`src/core/tpc_pkg.sv`:
```
// Shared constants, types and contract list for the tacho period capture block
// Contract
// - Speed is measured by timestamping falling edges of the tacho input against a timer on one capture channel.
// - Two capture banks alternate, one filling during the current period while the other is evaluated.
// - Each bank holds a first-capture slot, a latest-capture slot and a capture tally.
// - The first-capture slot keeps only the earliest capture after a timer update.
// - The latest-capture slot is overwritten on every capture.
// - The tally counts the captures taken within the current timer period.
// - Each capture stores the timer value in the proper slot of the active bank and bumps its tally.
// - Each timer update swaps the active bank and hands the filled one over for evaluation.
// - The prescaler for the next period is chosen so that the expected captures match the target count; the code steps it by one per period toward the target.
// - The span in timer counts from first to last capture of the evaluated bank is published.
// - The capture count of the evaluated bank is published.
// - The prescaler in force while those captures were taken is published with them.
package tpc_pkg;

	localparam int TPC_TMR_W   = 16;
	localparam int TPC_TALLY_W = 8;
	localparam int TPC_DIV_W   = 8;
	localparam int TPC_BANKS   = 2;

	localparam logic [TPC_TMR_W-1:0]   TPC_TMR_RST   = 16'h0000;
	localparam logic [TPC_TMR_W-1:0]   TPC_TMR_TOP   = 16'hffff;
	localparam logic [TPC_TMR_W-1:0]   TPC_TMR_ONE   = 16'h0001;
	localparam logic [TPC_TALLY_W-1:0] TPC_TALLY_RST = 8'h00;
	localparam logic [TPC_TALLY_W-1:0] TPC_TALLY_MAX = 8'hff;
	localparam logic [TPC_TALLY_W-1:0] TPC_TALLY_ONE = 8'h01;
	localparam logic [TPC_DIV_W-1:0]   TPC_DIV_RST   = 8'h00;
	localparam logic [TPC_DIV_W-1:0]   TPC_DIV_MAX   = 8'hff;
	localparam logic [TPC_DIV_W-1:0]   TPC_DIV_ONE   = 8'h01;
	localparam logic [TPC_DIV_W-1:0]   TPC_PRE_RST   = 8'h00;
	localparam logic                   TPC_BANK_RST  = 1'b0;
	localparam logic [2:0]             TPC_SYNC_RST  = 3'h7;

	// Published measurement, packed span:tally:divider from msb down
	typedef struct packed {
		logic [TPC_TMR_W-1:0]   span;
		logic [TPC_TALLY_W-1:0] tally;
		logic [TPC_DIV_W-1:0]   divider;
	} tpc_result_t;

	// Gray order along run -> eval -> adjust
	typedef enum logic [1:0] {
		TPC_ST_RUN  = 2'b00,
		TPC_ST_EVAL = 2'b01,
		TPC_ST_ADJ  = 2'b11
	} tpc_state_t;

endpackage

```
`src/core/tpc_bank.sv`:
```
// One capture bank: first slot, latest slot and tally
`timescale 1ns/1ps
module tpc_bank (
	input  wire logic                            i_clk,
	input  wire logic                            i_rst,
	input  wire logic                            i_clear,
	input  wire logic                            i_cap,
	input  wire logic [tpc_pkg::TPC_TMR_W-1:0]   i_value,
	output logic      [tpc_pkg::TPC_TMR_W-1:0]   o_first,
	output logic      [tpc_pkg::TPC_TMR_W-1:0]   o_last,
	output logic      [tpc_pkg::TPC_TALLY_W-1:0] o_tally,
	output logic                                 o_has_first
);
	import tpc_pkg::*;

	logic                   empty_w;
	logic [TPC_TALLY_W-1:0] base_w;
	logic [TPC_TALLY_W-1:0] bump_w;

	// A clear and a capture together leave exactly one capture
	assign empty_w = i_clear | ~o_has_first;
	assign base_w  = i_clear ? TPC_TALLY_RST : o_tally;
	// Tally sticks at full scale instead of wrapping to a small count
	assign bump_w  = (base_w == TPC_TALLY_MAX) ? base_w : base_w + TPC_TALLY_ONE;

	// Slot and tally registers
	always_ff @(posedge i_clk) begin
		if (i_rst) begin
			o_first     <= TPC_TMR_RST;
			o_last      <= TPC_TMR_RST;
			o_tally     <= TPC_TALLY_RST;
			o_has_first <= 1'b0;
		end else if (i_cap) begin
			if (empty_w)
				o_first <= i_value;
			o_last      <= i_value;
			o_tally     <= bump_w;
			o_has_first <= 1'b1;
		end else if (i_clear) begin
			o_first     <= TPC_TMR_RST;
			o_last      <= TPC_TMR_RST;
			o_tally     <= TPC_TALLY_RST;
			o_has_first <= 1'b0;
		end
	end

endmodule

```
`src/core/tpc_fall_sync.sv`:
```
// Two-stage synchroniser with falling-edge detector for the tacho pin
`timescale 1ns/1ps
module tpc_fall_sync (
	input  wire logic i_clk,
	input  wire logic i_rst,
	input  wire logic i_pin,
	output logic      o_fall
);
	import tpc_pkg::*;

	logic [2:0] sh_r;
	logic       fall_w;

	// Only the second and third stages feed the edge compare
	assign fall_w = sh_r[2] & ~sh_r[1];

	// Idle high, so a pin held low at reset release gives one falling edge
	always_ff @(posedge i_clk) begin
		if (i_rst) begin
			sh_r   <= TPC_SYNC_RST;
			o_fall <= 1'b0;
		end else begin
			sh_r   <= {sh_r[1:0], i_pin};
			o_fall <= fall_w;
		end
	end

endmodule

```
`src/core/tpc_tacho_period_capture.sv`:
```
// Tacho period capture: prescaled timer, ping-pong banks, evaluation and prescaler steering
`timescale 1ns/1ps
module tpc_tacho_period_capture (
	input  wire logic                            i_clk,
	input  wire logic                            i_rst,
	input  wire logic                            i_tacho,
	input  wire logic                            i_enable,
	input  wire logic [tpc_pkg::TPC_TALLY_W-1:0] i_target_pulses,
	output tpc_pkg::tpc_result_t                 o_result,
	output logic                                 o_result_valid,
	output logic      [tpc_pkg::TPC_DIV_W-1:0]   o_timer_divider_setting,
	output logic      [tpc_pkg::TPC_TMR_W-1:0]   o_timer,
	output logic                                 o_active_bank,
	output logic      [tpc_pkg::TPC_TALLY_W-1:0] o_bank_zero_tally,
	output logic      [tpc_pkg::TPC_TALLY_W-1:0] o_bank_one_tally
);
	import tpc_pkg::*;

	// Cycle walk around one timer wrap, U being the update cycle:
	//   U    timer at full scale ticks, update strobe high
	//   U+1  selector flipped, fresh bank cleared, sequencer in eval
	//   U+2  result word and valid pulse out, sequencer in adjust
	//   U+3  divider stepped, valid low again
	// The handed-over bank is frozen from U+1 on, so the eval
	// cycle reads it directly instead of through a shadow copy.
	// A tacho edge needs three clocks to reach a bank: two
	// synchroniser stages and the edge flop. Limitation: pin
	// levels shorter than one clock may be lost altogether.
	// Captures stamp the timer as it stood when the edge
	// flag was raised; stamps within one bank share a
	// divider, so their difference is a clean span.
	// Steering moves the divider by one step per period, so
	// a large speed change takes several periods to settle;
	// the trade buys immunity to a single noisy period.
	// Stopping the block clears the timer but not the banks.

	// Prescaler and timer
	logic [TPC_DIV_W-1:0]   pre_r;
	logic [TPC_DIV_W-1:0]   pre_nxt;
	logic [TPC_DIV_W-1:0]   pre_inc_w;
	logic [TPC_TMR_W-1:0]   tmr_inc_w;
	logic [TPC_TMR_W-1:0]   tmr_r;
	logic [TPC_TMR_W-1:0]   tmr_nxt;
	logic [TPC_DIV_W-1:0]   div_r;
	logic [TPC_DIV_W-1:0]   div_nxt;
	logic [TPC_DIV_W-1:0]   div_used_r;
	logic                   tick_w;
	logic                   upd_w;

	// Capture path, from the pin edge flag to the bank
	// that takes the stamp
	logic                   fall_w;
	logic                   cap_w;
	logic [TPC_TMR_W-1:0]   cap_val_w;
	logic                   sel_r;
	logic                   dest_w;

	// Bank buses, one lane per bank, indexed by the
	// selector value that makes that bank active
	logic [TPC_BANKS-1:0]   clr_w;
	logic [TPC_BANKS-1:0]   bcap_w;
	logic [TPC_TMR_W-1:0]   first_w [TPC_BANKS];
	logic [TPC_TMR_W-1:0]   last_w  [TPC_BANKS];
	logic [TPC_TALLY_W-1:0] tally_w [TPC_BANKS];
	logic [TPC_BANKS-1:0]   has_w;

	// Evaluation, sequencing and divider steering; all of
	// it reads only the bank that was handed over
	logic                   idle_w;
	logic [TPC_TMR_W-1:0]   span_w;
	logic [TPC_TALLY_W-1:0] ev_tally_w;
	tpc_result_t            res_w;
	tpc_state_t             st_r;
	tpc_state_t             st_nxt;
	logic                   more_w;
	logic                   fewer_w;
	logic                   st_eval_w;
	logic                   st_adj_w;
	logic [TPC_TMR_W-1:0]   span_raw_w;
	logic [TPC_DIV_W-1:0]   div_up_w;
	logic [TPC_DIV_W-1:0]   div_dn_w;

	// Pin edge detector, synchronised before use
	tpc_fall_sync u_sync (
		.i_clk  (i_clk),
		.i_rst  (i_rst),
		.i_pin  (i_tacho),
		.o_fall (fall_w)
	);

	// Prescaler divides the clock by setting plus one.
	// Greater-or-equal compare: a lowered setting
	// must not let the count run past it.
	assign tick_w    = i_enable & (pre_r >= div_r);
	assign pre_inc_w = pre_r + TPC_DIV_ONE;
	assign pre_nxt   = (!i_enable || tick_w) ? TPC_PRE_RST : pre_inc_w;

	// Free-running timer, wraps at full scale
	assign tmr_inc_w = tmr_r + TPC_TMR_ONE;
	assign tmr_nxt   = !i_enable ? TPC_TMR_RST
		: tick_w ? tmr_inc_w : tmr_r;

	// Update event on the wrap tick; it lasts one clock
	// whatever the divider, as the prescaler restarts at once
	assign upd_w = tick_w & (tmr_r == TPC_TMR_TOP);

	// Prescaler count register
	always_ff @(posedge i_clk) begin
		if (i_rst)
			pre_r <= TPC_PRE_RST;
		else
			pre_r <= pre_nxt;
	end

	// Timer register; stopping the block restarts it at zero
	always_ff @(posedge i_clk) begin
		if (i_rst)
			tmr_r <= TPC_TMR_RST;
		else
			tmr_r <= tmr_nxt;
	end

	// Captures only count while the timer runs; an edge
	// seen while stopped is dropped, not held back
	assign cap_w = fall_w & i_enable;

	// A capture on the update cycle belongs to the
	// new period, stamped with the wrapped value
	assign dest_w    = upd_w ? ~sel_r : sel_r;
	assign cap_val_w = upd_w ? TPC_TMR_RST : tmr_r;

	// Bank being handed over sits opposite the active one;
	// it only changes again at the next update
	assign idle_w = ~sel_r;

	// Active bank selector flips on every update
	always_ff @(posedge i_clk) begin
		if (i_rst)
			sel_r <= TPC_BANK_RST;
		else if (upd_w)
			sel_r <= ~sel_r;
	end

	// Two identical banks, steered by index
	genvar gi;
	generate
		for (gi = 0; gi < TPC_BANKS; gi++) begin : g_bank
			// One-bit index of this bank for the selector compares
			localparam logic BANK_ID = 1'(gi);

			// Fresh bank is wiped as it takes over; a capture in
			// the same cycle still lands, the bank settles the race
			assign clr_w[gi]  = upd_w & (sel_r != BANK_ID);
			assign bcap_w[gi] = cap_w & (dest_w == BANK_ID);

			tpc_bank u_bank (
				.i_clk       (i_clk),
				.i_rst       (i_rst),
				.i_clear     (clr_w[gi]),
				.i_cap       (bcap_w[gi]),
				.i_value     (cap_val_w),
				.o_first     (first_w[gi]),
				.o_last      (last_w[gi]),
				.o_tally     (tally_w[gi]),
				.o_has_first (has_w[gi])
			);
		end
	endgenerate

	// Per-bank tallies straight from the bank flops
	assign o_bank_zero_tally = tally_w[0];
	assign o_bank_one_tally  = tally_w[1];

	// Span of the handed-over bank; modulo arithmetic
	// covers one wrap, which an update always marks
	assign span_raw_w = last_w[idle_w] - first_w[idle_w];
	// An empty bank reports a zero span, not stale slots
	assign span_w     = has_w[idle_w] ? span_raw_w : TPC_TMR_RST;
	assign ev_tally_w = tally_w[idle_w];

	// Snapshot of one whole period
	assign res_w.span    = span_w;
	assign res_w.tally   = ev_tally_w;
	assign res_w.divider = div_used_r;

	// Remember which divider the ended period ran on,
	// latched before steering can touch it
	always_ff @(posedge i_clk) begin
		if (i_rst)
			div_used_r <= TPC_DIV_RST;
		else if (upd_w)
			div_used_r <= div_r;
	end

	// Sequencer: wait for update, publish, steer divider
	always_comb begin
		st_nxt = st_r;
		case (st_r)
			TPC_ST_RUN: begin
				// Waiting out the period
				if (upd_w)
					st_nxt = TPC_ST_EVAL;
			end
			TPC_ST_EVAL: begin
				// Handed-over bank is read this cycle
				st_nxt = TPC_ST_ADJ;
			end
			TPC_ST_ADJ: begin
				// Divider steered from the same tally
				st_nxt = TPC_ST_RUN;
			end
			default: begin
				st_nxt = TPC_ST_RUN;
			end
		endcase
	end

	// Sequencer state register
	always_ff @(posedge i_clk) begin
		if (i_rst)
			st_r <= TPC_ST_RUN;
		else
			st_r <= st_nxt;
	end

	// State decodes shared by publishing and steering
	assign st_eval_w = (st_r == TPC_ST_EVAL);
	assign st_adj_w  = (st_r == TPC_ST_ADJ);

	// Valid strobe, one clock per period
	always_ff @(posedge i_clk) begin
		if (i_rst)
			o_result_valid <= 1'b0;
		else
			o_result_valid <= st_eval_w;
	end

	// Publish all three fields in a single write
	always_ff @(posedge i_clk) begin
		if (i_rst)
			o_result <= '0;
		else if (st_eval_w)
			o_result <= res_w;
	end

	// Pulse count scales with period length, so
	// too few pulses want a longer period (bigger
	// divider) and too many a shorter one.
	// One step per period: slow to settle but it
	// never overshoots on a single noisy period.
	assign more_w  = (ev_tally_w < i_target_pulses)
		& (div_r != TPC_DIV_MAX);
	assign fewer_w = (ev_tally_w > i_target_pulses)
		& (div_r != TPC_DIV_RST);
	// Limitation: the tally saturates at full scale, so a
	// target of full scale can never be seen as exceeded
	assign div_up_w = div_r + TPC_DIV_ONE;
	assign div_dn_w = div_r - TPC_DIV_ONE;

	// Next divider, applied only after publishing
	always_comb begin
		div_nxt = div_r;
		if (st_adj_w) begin
			if (more_w)
				div_nxt = div_up_w;
			else if (fewer_w)
				div_nxt = div_dn_w;
		end
	end

	// Divider register; change lands two cycles into
	// the new period, a negligible error
	always_ff @(posedge i_clk) begin
		if (i_rst)
			div_r <= TPC_DIV_RST;
		else
			div_r <= div_nxt;
	end

	// Divider mirror, loaded from the next value so it
	// never lags the register it copies
	always_ff @(posedge i_clk) begin
		if (i_rst)
			o_timer_divider_setting <= TPC_DIV_RST;
		else
			o_timer_divider_setting <= div_nxt;
	end

	// Timer mirror, same count as the internal timer
	always_ff @(posedge i_clk) begin
		if (i_rst)
			o_timer <= TPC_TMR_RST;
		else
			o_timer <= tmr_nxt;
	end

	// Active bank mirror follows the selector flip
	always_ff @(posedge i_clk) begin
		if (i_rst)
			o_active_bank <= TPC_BANK_RST;
		else
			o_active_bank <= dest_w;
	end

endmodule

```
`config.mk`:
```
export PLATFORM = sky130hd
export DESIGN_NAME = tpc_tacho_period_capture
export DESIGN_NICKNAME = d
export VERILOG_FILES = /design/src/core/tpc_pkg.sv /design/src/core/tpc_bank.sv /design/src/core/tpc_fall_sync.sv /design/src/core/tpc_tacho_period_capture.sv
export SDC_FILE = /design/constraint.sdc
export NUM_CORES = 1
export LEC_CHECK = 0
export BUFFER_PORTS_ARGS = -buffer_cell sky130_fd_sc_hd__buf_4
export CORE_MARGIN = 2
export CORE_UTILIZATION = 40
export CTS_CLUSTER_SIZE = 14
export DETAILED_ROUTE_END_ITERATION = 8
export GPL_TIMING_DRIVEN = 0
export PLACE_DENSITY = 0.69
export REMOVE_ABC_BUFFERS = 1
export SYNTH_ARGS = -nofsm -noshare
export SYNTH_HDL_FRONTEND = slang
export SYNTH_HIERARCHICAL = 1
export SYNTH_SLANG_ARGS = --single-unit
```
`constraint.sdc`:
```
create_clock -name i_clk -period 10.9 [get_ports i_clk]
set_input_delay 2.18 -clock i_clk [delete_from_list [all_inputs] [get_ports i_clk]]
set_output_delay 2.18 -clock i_clk [all_outputs]
set_load 0.05 [all_outputs]
```
==> reports/metrics.csv <==
stage;metric;value;unit
critical_path;Critical Path RT;11.18;ns
critical_path;Critical Path Max Stage Delay;0.54;ns
timing;RSZ-0062 raised after global routing;false;
yosys;post-synthesis simple-gate area fraction;0.2146;
status;status;finished, final reports clean;
timing;final setup violation count;0;
critical_path;CP Max Fanout;34;
route;DRC violations left;0;
yosys;combinational family with the most area after synthesis;simple AND/OR/NAND/NOR gates;
critical_path;CP Cell Sequence;buf_4 -> and3_1 -> and3_2 -> nand4_4 -> inv_2 -> ha_1 -> nor2_4 -> buf_12 -> clkinv_1 -> o211ai_1 -> a21oi_1;
timing;FMAX;196.6;MHz
critical_path;CP startpoint;i_enable;
critical_path;CP Launch Type;input pin;
route;via count;6941;
route;WL/cell;15.32;µm
clock_tree;CTS resizes;0;
grt;antenna violations before repair;0;
yosys;cell taking the most area after synthesis;dfxtp_1;
min_path;HP Class;reg2reg;
min_path;min-delay src;u_sync/sh_r[0];
clock_tree;CTS Hold Bufs;0;
yosys;Adder-Cell Fraction of Synth Area;0.06538;
placement;Post-DP HPWL;13.24;mm
yosys;mux share of post-synthesis cell area;0.06716;
clock_tree;Worst-Skew Late Latency;0.43;ns
placement;IO Port Bufs;85;
clock_tree;Num CTS Buffers;17;
grt;GRT Util Overall;0.1828;
critical_path;CP Capture Type;register;
clock_tree;Clk pin slew, worst setup/hold paths;0.06;ns
timing;crit share post-route;0.4666;
yosys;most frequent cells after synthesis;dfxtp_1, nor2_1, a21oi_1, nand3_1, ha_1;
critical_path;Reg2Reg Setup Slack;6.13;ns
yosys;synthesized instance count;963;
route;total wire length;19.81;mm
critical_path;RR Endpoint;g_bank[1].u_bank/o_first[11];
clock_tree;number of buffers on the longest clock path;2;
timing;max_slew headroom;0.1623;
floorplan;row count;53;
critical_path;Critical Path AT;5.37;ns
cells_and_area;non-filler cells, final;1293;
yosys;syn avg cell area;8.783;µm²
timing;Worst-Margin Slew;1.256;ns
cells_and_area;share of layout cells above drive strength 1;0.1601;
yosys;sequential fraction of the synthesis area;0.3834;
yosys;EDFF count, synth;0;
pwr;Pwr Total;1.169;mW
floorplan;Initial Util;0.4049;
placement;DP Cell Count;1260;
flow_run;max_cap viols;0;
pwr;worst vdd ir;0.0001238;V
critical_path;worst flop-to-flop path startpoint;o_timer_divider_setting[1];
clock_tree;sink count of the clock tree;162;
cells_and_area;antenna fix cells;0;
critical_path;Worst Path Class, Setup;in2reg;
placement;dpl ws;5.370;ns
cells_and_area;Syn-to-layout area delta;14.94;%
pwr;static leakage;3.887;nW
yosys;ys flop type;dfxtp_1;
timing;final setup margin;5.814;ns
floorplan;die footprint;22320;µm²
yosys;Yosys warning total;6;
floorplan;die height;149.4;µm
route;vias per std cell;5.368;
timing;Period minus WS final;5.086;ns
clock_tree;postcts setup bufs;0;
timing;setup TNS;0;ns
floorplan;core area;20890;µm²
floorplan;DIE WIDTH;149.4;µm
critical_path;FF-to-FF path depth;13;
route;DRT antenna net count;0;
yosys;count leader, synth;dfxtp_1;
pwr;PD cells;120.2;nW/µm²
timing;Slew Limit Fails;0;
clock_tree;H-tree depth;4;
yosys;Compound-Gate Fraction of Synth Area;0.1664;
yosys;ys async rst share;0;
min_path;WHS Endpoint;u_sync/sh_r[1];
floorplan;I/O pin cnt;86;
yosys;share of the synthesized area in the top cell type;0.3834;
min_path;hold path cells;1;
grt;number of global-route vias before repair;6408;
yosys;Area contributors post-synth;dfxtp_1, ha_1, a21oi_1, nor2_1, mux2i_1;
timing;Clock Skew;0.008780;ns
clock_tree;CTS root buf;clkbuf_16;
placement;Placer Congestion;0.8353;
clock_tree;CTS tree;built;
timing;Hold Vio Cnt, Final;0;
yosys;unique cell type count in the Yosys netlist;65;
yosys;synthesized cell area;8458;µm²
cells_and_area;# nets final;1060;
yosys;Synth Area in XOR/XNOR;0.04349;
critical_path;critical path's slowest cell;clkinv_1;
route;First DRT Iteration DRCs;500;
timing;hold slack;0.4049;ns
yosys;Yosys reg bits;162;
grt;global route overflow;0;
route;1st-pass router iterations;5;
grt;largest net degree at the start of global routing;133;
grt;first-pass GRT wire length;33.02;mm
[worst max-delay path by stage]
stage | depth (start not counted) | end | slack, ns
final | 11 | g_bank[1].u_bank/o_first[11] | 5.81
after global routing | 11 | g_bank[1].u_bank/o_first[11] | 5.55
after CTS | 11 | g_bank[1].u_bank/o_first[11] | 5.81
after detailed placement | 11 | g_bank[1].u_bank/o_first[11] | 5.37
after global placement | 10 | g_bank[1].u_bank/o_first[15] | 2.31
after floorplan | 9 | g_bank[1].u_bank/o_first[0] | 4.51
[cell usage in the layout (no fill, tap or decap), drive strengths merged, types with 3 or more instances in the layout]
master,synthesis,layout
dfxtp,162,162
nor2,114,114
a21oi,102,102
buf,26,89
nand3,57,57
ha,41,41
o211ai,36,36
nor3b,35,35
inv,35,35
nand2,34,34
mux2i,32,32
xor2,26,26
clkbuf,40,24
mux2,22,22
nand4,20,20
nor3,19,19
and2,16,16
xnor2,16,16
and3,14,14
o21ai,13,13
o21bai,10,10
a31oi,9,9
a21o,8,8
nor2b,8,8
a211oi,7,7
nand2b,6,6
a22oi,6,6
or2,6,6
clkinv,2,6
o21a,4,4
clkinvlp,0,4
o311ai,4,4
nor4,4,4
and3b,4,4
a2111o,3,3
[cell families after synthesis]
| group | after synthesis |
|---|---|
| mux | 54 |
| buf+inv | 103 |
| flops | 162 |
| fa+ha+maj | 43 |
| xor+xnor | 42 |
| simple gates | 343 |
| compound gates | 216 |
[cell type report]
cell class / count / area [µm²]
clock inverters: 8 / 53.80
flip-flops and latches: 162 / 3244
well taps: 275 / 344.1
clock buffers: 24 / 491.7
repair buffers: 89 / 725.7
multi-input cells: 698 / 4723
inverters: 37 / 138.9
fillers: 2000 / 11170
[metal layers]
metal / wire [µm] / vias to the layer above / part of all wire / GRT usage
li1: - / 3505 / - / -
met3: 938 / 21 / 0.047 / 0.03567
met4: 291 / 0 / 0.015 / 0.05952
met2: 9303 / 162 / 0.47 / 0.2844
met1: 9280 / 3253 / 0.47 / 0.2548
met5: 0 / - / 0 / 0
[critical path, delay by kind of cell]
family | cells | cell delay (ns)
buffers and inverters | 4 | 1.07
AO/OA/AOI/OAI | 2 | 0.53
adder cells (fa/ha/maj) | 1 | 0.29
AND/OR/NAND/NOR | 4 | 1.24
[state kept, by name, summed over array words and instances, names as in the netlist]
register / cells
div_used_r: 8
g_bank.u_bank/o_first: 32
g_bank.u_bank/o_has_first: 2
g_bank.u_bank/o_last: 32
g_bank.u_bank/o_tally: 16
o_active_bank: 1
o_result: 32
o_result_valid: 1
o_timer: 16
o_timer_divider_setting: 8
pre_r: 8
st_r: 2
u_sync/o_fall: 1
u_sync/sh_r: 3
[power breakdown]
| group | switching, mW | internal [mW] | total, mW |
|---|---|---|---|
| registers | 0.00124 | 0.593 | 0.594 |
| logic | 0.0170 | 0.00759 | 0.0246 |
| clock network | 0.236 | 0.314 | 0.550 |
| total | 0.254 | 0.915 | 1.17 |
[metrics by stage]
| step | area [µm²] | util |
|---|---|---|
| global route | 9722 | 0.4654 |
| floorplan | 8094 | - |
| CTS | 9694 | 0.4641 |
| finish | 9722 | 0.4654 |
| global placement | 9076 | 0.4345 |
| detailed placement | 9149 | 0.4380 |
Note: power is estimated with default switching activity, not from simulation.
